--- config.mk ---
export PLATFORM = sky130hd
export DESIGN_NAME = spio_port
export DESIGN_NICKNAME = d
export VERILOG_FILES = /design/src/logic/spio_pkg.sv /design/src/logic/spio_port.sv /design/src/logic/spio_sync2.sv /design/src/logic/spio_in_remap.sv
export SDC_FILE = /design/constraint.sdc
export NUM_CORES = 1
export LEC_CHECK = 0
export BUFFER_PORTS_ARGS = -buffer_cell sky130_fd_sc_hd__buf_2
export CAP_MARGIN = 20
export CORE_MARGIN = 10
export CORE_UTILIZATION = 45
export CTS_CLUSTER_SIZE = 24
export DETAILED_ROUTE_END_ITERATION = 8
export PLACE_DENSITY = 0.82
export SYNTH_ARGS = -nofsm -noshare
export SYNTH_HDL_FRONTEND = slang
export SYNTH_SLANG_ARGS = --single-unit
--- constraint.sdc ---
create_clock -name clk_sys -period 2 [get_ports clk_sys]
set_input_delay 0.1 -clock clk_sys [delete_from_list [all_inputs] [get_ports clk_sys]]
set_output_delay 0.1 -clock clk_sys [all_outputs]
set_load 0.02 [all_outputs]
--- src/logic/spio_pkg.sv ---
package spio_pkg;

    // ==========================================================
    // Port geometry
    localparam int PIO_W = 16;
    localparam logic [15:0] PIO_IMPL_MASK = 16'h3FFF;
    localparam logic [15:0] PIO_INPUT_ONLY_MASK = 16'h0300;

    // ==========================================================
    // Reset values
    localparam logic [15:0] PIO_DIR_RESET = 16'hFFFF;
    localparam logic [15:0] PIO_LATCH_RESET = 16'h0000;
    localparam logic [15:0] PIO_OE_N_RESET = 16'hFFFF;
    localparam logic [15:0] PIO_ZERO = 16'h0000;
    localparam logic [5:0] VIRT_RESET = 6'h00;

    // ==========================================================
    // Remapper select codes
    localparam int VIRT_N = 6;
    localparam int REMAP_SEL_W = 8;
    localparam int IN_REMAP_N = 4;
    localparam logic [7:0] REMAP_SEL_ZERO = 8'h00;
    localparam logic [7:0] REMAP_SEL_CMP1 = 8'h01;
    localparam logic [7:0] REMAP_SEL_PIN_BASE = 8'h20;
    localparam logic [7:0] REMAP_SEL_PIN_LAST = 8'h2F;
    localparam logic [7:0] REMAP_SEL_VIRT_BASE = 8'hB0;
    localparam logic [7:0] REMAP_SEL_VIRT_LAST = 8'hB5;

    // ==========================================================
    // State types
    typedef struct packed {
        logic [15:0] dir;
        logic [15:0] latch;
        logic [15:0] owned;
        logic [15:0] pin_out;
        logic [15:0] pin_oe_n;
        logic [15:0] dir_rd;
        logic [15:0] latch_rd;
        logic [15:0] pin_rd;
        logic [15:0] periph_in;
        logic [5:0] virt;
    } spio_state_t;

    typedef struct packed {
        logic stage1;
        logic stage2;
    } spio_sync_t;

    typedef struct packed {
        logic out;
    } spio_remap_t;

endpackage

--- src/logic/spio_port.sv ---
`timescale 1ns/1ps
// Overview of operation
// - An actively driving enabled peripheral wins the pin over the port bit.
// - Two muxes per pin choose peripheral or port for data and enable.
// - Port output is not fed back into the sharing peripheral's input while the port drives the pin.
// - Peripheral driving disables port driver; pin reads still show the pin.
// - Enabled but idle peripheral lets the port drive per direction and latch.
// - Direction bit 1 makes the pin input, 0 makes it output.
// - Every reset makes all port pins inputs.
// - Latch reads return the latch; latch writes update it.
// - Pin-value reads return pin levels; writes there update the latch.
// - Unimplemented bits are disabled and read zero in all three views.
// - Pins shared only with input functions act as dedicated port pins.
// - Six virtual pins fed by remapper outputs 176 to 181, no package pin.
// - Any input remapper may select any of the six virtual pins.
// - Fault 1 select value 1 routes comparator 1 output to fault 1.
module spio_port
    import spio_pkg::*;
(
    input wire logic clk_sys,
    input wire logic rst_n,
    input wire logic direction_wr_en,
    input wire logic [15:0] direction_wr_data,
    input wire logic output_latch_wr_en,
    input wire logic [15:0] output_latch_wr_data,
    input wire logic pin_value_wr_en,
    input wire logic [15:0] pin_value_wr_data,
    output logic [15:0] direction_rd,
    output logic [15:0] output_latch_rd,
    output logic [15:0] pin_value_rd,
    input wire logic [15:0] periph_enable,
    input wire logic [15:0] periph_drive,
    input wire logic [15:0] periph_out,
    output logic [15:0] periph_in,
    input wire logic [15:0] pin_in,
    output logic [15:0] pin_out,
    output logic [15:0] pin_oe_n,
    input wire logic [5:0] virtual_remap_outputs,
    output logic [5:0] virtual_pins,
    input wire logic comparator1_output,
    input wire logic [7:0] fault1_input_select,
    input wire logic [23:0] remap_select,
    output logic fault1_input,
    output logic [2:0] remap_in
);

    // ==========================================================
    // Pin synchronisers
    // Two stages per pin: pin reads and peripheral inputs lag the pad by three edges
    logic [15:0] pin_sync;

    genvar gi;
    generate
        for (gi = 0; gi < PIO_W; gi++)
        begin : g_pin
            spio_sync2 u_sync (
                .clk_sys(clk_sys),
                .rst_n(rst_n),
                .d(pin_in[gi]),
                .q(pin_sync[gi])
            );
        end
    endgenerate

    // ==========================================================
    // Port state
    spio_state_t st_ff;
    spio_state_t nxt_st;
    logic [15:0] own_now;
    logic [15:0] port_drv;

    // Input-only shared pins have no competing driver, so peripheral drive is ignored
    assign own_now = periph_enable & periph_drive & PIO_IMPL_MASK & ~PIO_INPUT_ONLY_MASK;
    // Bits on which the port itself is putting a level on the pad
    assign port_drv = ~st_ff.pin_oe_n & ~st_ff.owned;

    always_comb
    begin
        nxt_st = st_ff;
        if (direction_wr_en)
        begin
            nxt_st.dir = direction_wr_data;
        end
        // A direct latch write beats a pin-value write in the same cycle
        if (output_latch_wr_en)
        begin
            nxt_st.latch = output_latch_wr_data;
        end
        else if (pin_value_wr_en)
        begin
            nxt_st.latch = pin_value_wr_data;
        end
        // Unimplemented bits are held as inputs with a zero latch
        nxt_st.dir = nxt_st.dir | ~PIO_IMPL_MASK;
        nxt_st.latch = nxt_st.latch & PIO_IMPL_MASK;
        nxt_st.owned = own_now;
        nxt_st.pin_out = (own_now & periph_out) | (~own_now & nxt_st.latch);
        nxt_st.pin_oe_n = ~own_now & nxt_st.dir;
        nxt_st.dir_rd = nxt_st.dir & PIO_IMPL_MASK;
        nxt_st.latch_rd = nxt_st.latch;
        nxt_st.pin_rd = pin_sync & PIO_IMPL_MASK;
        nxt_st.periph_in = pin_sync & ~port_drv & PIO_IMPL_MASK;
        nxt_st.virt = virtual_remap_outputs;
    end

    always_ff @(posedge clk_sys or negedge rst_n)
    begin
        if (!rst_n)
        begin
            st_ff.dir <= PIO_DIR_RESET;
            st_ff.latch <= PIO_LATCH_RESET;
            st_ff.owned <= PIO_ZERO;
            st_ff.pin_out <= PIO_ZERO;
            st_ff.pin_oe_n <= PIO_OE_N_RESET;
            st_ff.dir_rd <= PIO_IMPL_MASK;
            st_ff.latch_rd <= PIO_LATCH_RESET;
            st_ff.pin_rd <= PIO_ZERO;
            st_ff.periph_in <= PIO_ZERO;
            st_ff.virt <= VIRT_RESET;
        end
        else
        begin
            st_ff <= nxt_st;
        end
    end

    assign direction_rd = st_ff.dir_rd;
    assign output_latch_rd = st_ff.latch_rd;
    assign pin_value_rd = st_ff.pin_rd;
    assign pin_out = st_ff.pin_out;
    assign pin_oe_n = st_ff.pin_oe_n;
    assign periph_in = st_ff.periph_in;
    assign virtual_pins = st_ff.virt;

    // ==========================================================
    // Input remappers, slot 0 feeds the fault 1 input
    logic [31:0] all_sel;
    logic [3:0] all_remap;

    assign all_sel = {remap_select, fault1_input_select};

    generate
        for (gi = 0; gi < IN_REMAP_N; gi++)
        begin : g_remap
            spio_in_remap u_remap (
                .clk_sys(clk_sys),
                .rst_n(rst_n),
                .sel(all_sel[gi*REMAP_SEL_W +: REMAP_SEL_W]),
                .comparator1_output(comparator1_output),
                .pin_src(st_ff.periph_in),
                .virt_src(st_ff.virt),
                .remap_out(all_remap[gi])
            );
        end
    endgenerate

    assign fault1_input = all_remap[0];
    assign remap_in = all_remap[3:1];

    // Slot checks sit at this level so a crossed select or source wire shows up
    generate
        for (gi = 0; gi < IN_REMAP_N; gi++)
        begin : g_slot_chk
            logic [7:0] slot_sel;

            assign slot_sel = all_sel[gi*REMAP_SEL_W +: REMAP_SEL_W];

        end
    endgenerate
endmodule

--- src/logic/spio_sync2.sv ---
`timescale 1ns/1ps
module spio_sync2
    import spio_pkg::*;
(
    input wire logic clk_sys,
    input wire logic rst_n,
    input wire logic d,
    output logic q
);

    spio_sync_t st_ff;
    spio_sync_t nxt_st;

    always_comb
    begin
        nxt_st = st_ff;
        nxt_st.stage1 = d;
        nxt_st.stage2 = st_ff.stage1;
    end

    always_ff @(posedge clk_sys or negedge rst_n)
    begin
        if (!rst_n)
        begin
            st_ff <= '0;
        end
        else
        begin
            st_ff <= nxt_st;
        end
    end

    assign q = st_ff.stage2;
endmodule

--- src/logic/spio_in_remap.sv ---
`timescale 1ns/1ps
module spio_in_remap
    import spio_pkg::*;
(
    input wire logic clk_sys,
    input wire logic rst_n,
    input wire logic [7:0] sel,
    input wire logic comparator1_output,
    input wire logic [15:0] pin_src,
    input wire logic [5:0] virt_src,
    output logic remap_out
);

    spio_remap_t st_ff;
    spio_remap_t nxt_st;
    logic [7:0] pin_off;
    logic [7:0] virt_off;

    always_comb
    begin
        nxt_st = st_ff;
        pin_off = sel - REMAP_SEL_PIN_BASE;
        virt_off = sel - REMAP_SEL_VIRT_BASE;
        if (sel == REMAP_SEL_CMP1)
        begin
            nxt_st.out = comparator1_output;
        end
        else if (sel >= REMAP_SEL_PIN_BASE && sel <= REMAP_SEL_PIN_LAST)
        begin
            nxt_st.out = pin_src[pin_off[3:0]];
        end
        else if (sel >= REMAP_SEL_VIRT_BASE && sel <= REMAP_SEL_VIRT_LAST)
        begin
            nxt_st.out = virt_src[virt_off[2:0]];
        end
        else
        begin
            // Unused codes read low so a stray select never floats a peripheral
            nxt_st.out = 1'b0;
        end
    end

    always_ff @(posedge clk_sys or negedge rst_n)
    begin
        if (!rst_n)
        begin
            st_ff <= '0;
        end
        else
        begin
            st_ff <= nxt_st;
        end
    end

    assign remap_out = st_ff.out;
endmodule

Yosys cells after proc, flatten, opt, wreduce, memory -nomap -nowiden
Index checks and enable logic that the tools add are counted.
W data, S select, Z words.
- bits in read-only memories: 0
- memories: 0
- input bits: 156
- flip-flop bits (word level): 138
- bits in latches: 0
- RAM bits: 0
- logic and storage cells: 126
- add/subtract/negate cells: 8
- divide/modulo/power cells: 0
- eq/ne operators: 4
- shift operators: 0
- muxes and demuxes: 31
- reduce and logical (&&, ||, !) cells: 8
- order comparisons: 24
- $mul: 0
- bitwise logic cells: 11
- operators with widths (operator ; number):
    $and A14 B14 Y14 ; 3
    $mux W14 ; 3
    $not A14 Y14 ; 3
    $eq A8 B1 Y1 const B ; 4
    $ge A8 B6 Y1 const B ; 4
    $ge A8 B8 Y1 const B ; 4
    $le A8 B6 Y1 const B ; 4
    $le A8 B8 Y1 const B ; 4
    $lt A4 B5 Y1 const B ; 4
    $mux W1 ; 20
    $and A14 B16 Y16 ; 1
    $and A16 B14 Y16 ; 1
    $and A16 B16 Y16 ; 1
    $bmux W1 S4 ; 4
    $lt A3 B4 Y1 const B ; 4
    $not A14 Y16 ; 1
    $or A16 B16 Y16 ; 1
    $sub A4 B1 Y4 const B ; 4
    $bmux W1 S3 ; 4
    $sub A3 B1 Y3 const B ; 4
    $logic_and A1 B1 Y1 ; 8

Depth between registers and ports, before layout
- depth after elaboration: 6
- mapped depth: 5
- depth with buffers taken out: 4

Cells and area by module
Synthesis repeated with hierarchy kept, for this count alone.
- cell total of the unflattened synthesis: 460
- area total of the unflattened synthesis: 6034.5 um^2
- by module, submodules not included (module ; times used ; cells an instance ; area each (um^2)):
    spio_port ; 1 ; 304 ; 4207.8
    spio_in_remap ; 4 ; 32 ; 281.5
    spio_sync2 ; 14 ; 2 ; 50.0

Worst setup path before layout
Ideal clock, no wire load.
- path type: register -> register
- start point: reg, netlist name periph_in[13]
- end point: reg g_remap[1].u_remap.st_ff
- data required time: 1.880 ns
- path buffers: 0
- period minus slack after synthesis: 1.524 ns
- cell stages (with the launch flop): 4
- setup slack: 0.476 ns
- arrival: 1.403 ns
- path through: dfrtp_1 > mux4_2 > a221o_1 > a41o_1
- cells in the longest elaborated chain, start to end: 4
- ends and longest elaborated chain (item ; line ; RTL):
    $bmux W1 S4 ; spio_in_remap.sv:30 ; nxt_st.out = pin_src[pin_off[3:0]];
    $mux W1 (implied by the code) ; spio_in_remap.sv:30 ;
    $mux W1 ; spio_in_remap.sv:28 ; else if (sel >= REMAP_SEL_PIN_BASE && sel <= REMAP_SEL_PIN_LAST)
    $mux W1 ; spio_in_remap.sv:24 ; if (sel == REMAP_SEL_CMP1)
    net g_remap[1].u_remap.nxt_st ; spio_in_remap.sv:15 ; spio_remap_t nxt_st;
    to (signal assigned) ; spio_in_remap.sv:51 ; st_ff <= nxt_st;
    to (decl) ; spio_in_remap.sv:14 ; spio_remap_t st_ff;
The timed path passes the listed nets, and every way through them passes these cells. The select of a mux whose other input is x is not followed.

Worst setup path after layout
- start point: reg st_ff, in the netlist virtual_pins[1]
- end point: reg g_remap[2].u_remap.st_ff
- cells in the longest elaborated chain, start to end: 5
- ends and longest elaborated chain (item ; line ; RTL):
    from (decl) ; spio_port.sv:67 ; spio_state_t st_ff;
    from (signal assigned) ; spio_port.sv:123 ; st_ff <= nxt_st;
    $bmux W1 S3 ; spio_in_remap.sv:34 ; nxt_st.out = virt_src[virt_off[2:0]];
    $mux W1 (implied by the code) ; spio_in_remap.sv:34 ;
    $mux W1 ; spio_in_remap.sv:32 ; else if (sel >= REMAP_SEL_VIRT_BASE && sel <= REMAP_SEL_VIRT_LAST)
    $mux W1 ; spio_in_remap.sv:28 ;
    $mux W1 ; spio_in_remap.sv:24 ;
    net g_remap[2].u_remap.nxt_st ; spio_in_remap.sv:15 ;
    to (signal assigned) ; spio_in_remap.sv:51 ;
    to (decl) ; spio_in_remap.sv:14 ;
The timed path passes the listed nets, and every way through them passes these cells. The select of a mux whose other input is x is not followed.

==> metrics.md <==
| Metric | Value |
|---|---|
| Status | completed |
| R2r setup slk | 0.07 ns |
| Sequential fraction of the synthesis area | 0.5657 |
| Worst Hold Class | in2reg |
| Global-route wire length before repair | 27.28 mm |
| Pre-antenna DRT Iters | 4 |
| Slew @ Worst Pin | 0.6792 ns |
| Final nets | 835 |
| Design Area, Final | 8049 um2 |
| Syn Inst Count | 435 |
| Final hold viol count | 0 |
| Synth warnings | 0 |
| Detail Placement HPWL | 11.92 mm |
| Final GP Congestion | 0.8891 |
| Cts bufs inserted | 17 |
| Layout cells sized above 1 | 0.4841 |
| Die area | 17850 um2 |
| Cell Area, Placed | 6386 um2 |
| FF-to-FF End | g_remap[2].u_remap.remap_out |
| Clock Skew | 0.01105 ns |
| Max Cap Viol | 0 |
| Max clock buf depth | 2 |
| Post-synth EDFFs | 0 |
| Total GRT Usage | 0.1974 |
| Distinct cell type count after synthesis | 37 |
| Residual DRC | 0 |
| CP required | 2.28 ns |
| Fin Setup TNS | 0 ns |
| Main synth FF type | dfrtp_1 |
| Crit path launch type | flop |
| Worst Hold Path Cells | 4 |
| RSZ-0062 raised after global routing | false |
| Wire per inst | 20.16 um |
| Total congestion overflow | 0 |
| Worst reg2reg path startpoint | virtual_pins[1] |
| Max Slew Vio Count | 0 |
| Max transition margin | 0.5472 |
| CTS root buf | clkbuf_16 |
| Largest net degree at the start of global routing | 131 |
| Die H | 133.6 um |
| Initial antenna violation count | 2 |
| Hold path endpoint | g_remap[0].u_remap.remap_out |
| CTS tree | yes |
| DRT iter0 DRCs | 260 |
| Clock-pin transition on the worst setup and hold timing paths | 0.06 ns |
| R2R cell count | 5 |
| Critical setup path kind | reg2reg |
| Total wire length | 17.48 mm |
| Final ANT Viol Nets | 0 |
| Die span in x | 133.6 um |
| # fillers | 902 |
| Routed vias | 4209 |
| Vias in the first global route | 4945 |
| Area Growth Syn to Fin | 38.58% |
| Clock sinks | 130 |
| PD cells | 939.8 nW/um2 |
| Final worst-path cycle share | 0.9662 |
| Syn_area_per_cell | 13.35 um2 |
| Initial Utilization | 0.4602 |
| Crit path DAT | 2.21 ns |
| I/O pin total | 262 |
| Register bit total from synthesis | 130 |
| H-tree depth | 4 |
| Mapped cell area | 5808 um2 |
| Clk Latency, worst-skew pair | 0.41 ns |
| Leakage | 3.899 nW |
| Final Setup Violations | 0 |
| Vias per cell | 4.855 |
| Hold path startpoint | fault1_input_select[4] |
| Core Footprint | 12620 um2 |
| Critical Path Sink Type | flop |
| Number of port buffers | 229 |
| Async set-or-reset flop fraction in the synthesized netlist | 1.000 |
| Fmax | 0.5175 GHz |
| Max Fanout on Critical Path | 5 |
| Number of cell rows | 41 |
| Peak supply drop | 684.2 uV |
| Layout Utilization | 0.6378 |
| Post-layout min period | 1.932 ns |
==> repair_timing <==
action / in CTS / in global routing
gates resized for setup: 0 / 3
hold endpoints to repair: 186 / 0
hold buffers: 98 / 0
buffers inserted: 0 / 3
endpoints found under the setup margin: 0 / 2
==> placed cells by master, fill, tap and decap left out, types with 5 or more instances in the layout <==
| cell type | instances |
|---|---|
| o21ai_0 | 17 |
| inv_1 | 6 |
| mux2_2 | 30 |
| o21a_1 | 12 |
| mux4_2 | 11 |
| mux2i_1 | 20 |
| dfrtp_1 | 101 |
| conb_1 | 12 |
| clkbuf_16 | 17 |
| nor3_1 | 5 |
| and2_1 | 17 |
| dfstp_2 | 26 |
| a21boi_0 | 11 |
| bufinv_16 | 5 |
| nand2_1 | 16 |
| mux4_1 | 5 |
| buf_2 | 228 |
| dlygate4sd3_1 | 97 |
==> layer usage <==
metal  part of all wire  global-route usage  vias up
met5                  0                   0        -
met4              0.026             0.08464        0
met3               0.11              0.1019       30
met2               0.49              0.3202      224
met1               0.38              0.2120     2057
li1                   -                   -     1898
==> synthesized netlist by cell type (6+ instances only) <==
library cell / instances / area share
mux2_2: 30 / 0.058
o21a_1: 12 / 0.016
nand2_1: 16 / 0.010
dfstp_2: 26 / 0.12
dfrtp_1: 104 / 0.45
and2_1: 17 / 0.018
mux2i_1: 20 / 0.034
inv_1: 6 / 0.0039
mux4_2: 11 / 0.043
a21boi_0: 11 / 0.014
o21ai_0: 17 / 0.015
buf_4: 105 / 0.14
==> per-stage QoR <==
step / instances / hold WS (ns) / total power [mW] / setup slack [ns]
final: 867 / 0.01466 / 7.564 / 0.06752
after global routing: 866 / 0.01174 / 7.873 / 0.01552
after CTS: 862 / 0.003243 / 7.608 / 0.02426
after detailed placement: 732 / 0.2096 / 3.998 / 0.3896
after global placement: 732 / 0.2087 / 3.964 / 0.3966
after floorplan: 445 / -0.1956 / 3.749 / 0.4763
==> power breakdown <==
| part | switching [mW] | internal, mW | leakage, nW |
|---|---|---|---|
| Clock | 1.14 | 2.28 | 0.316 |
| Combinational | 0.620 | 0.542 | 2.05 |
| Sequential | 0.117 | 2.86 | 1.53 |
==> state kept, by name (all words and copies together), names as in the netlist <==
register,cells
st_ff,26
output_latch_rd,14
g_pin.u_sync.q,14
virtual_pins,6
pin_value_rd,14
g_pin.u_sync.nxt_st,14
periph_in,14
pin_out,12
pin_oe_n,12
g_remap.u_remap.remap_out,4
==> kinds of logic after synthesis <==
group	Yosys count	synth area share
flops	130	0.5657
buf+inv	121	0.1497
simple gates	61	0.05989
other cells	2	0.001293
compound gates	55	0.06549
mux	66	0.1579
==> worst max-delay path by stage <==
stage	start	end	slack, ns
floorplan	periph_in[13]	g_remap[1].u_remap.remap_out	0.48
global placement	periph_in[13]	g_remap[1].u_remap.remap_out	0.40
detailed placement	periph_in[13]	g_remap[1].u_remap.remap_out	0.39
CTS	periph_in[11]	g_remap[0].u_remap.remap_out	0.02
global route	virtual_pins[1]	g_remap[2].u_remap.remap_out	0.02
finish	virtual_pins[1]	g_remap[2].u_remap.remap_out	0.07
==> critical path: stages, from the launching register on <==
cell           delay (ns)
dfrtp_2              0.44
mux4_1               0.53
o2bb2ai_1            0.14
nand3_1              0.07
dlygate4sd3_1        0.55
nand3_1              0.07
==> cell type report <==
type	count	area, um2	share of cell area
flip-flops and latches	130	3289	0.4087
clock buffers	19	452.9	0.05627
inverters	6	22.52	0.002798
diodes	3	7.507	0.0009327
well taps	172	215.2	0.02674
repair buffers	330	2166	0.2691
multi-input cells	194	1690	0.2100
clock inverters	13	205.2	0.02549
(Power assumes the default switching activity.)
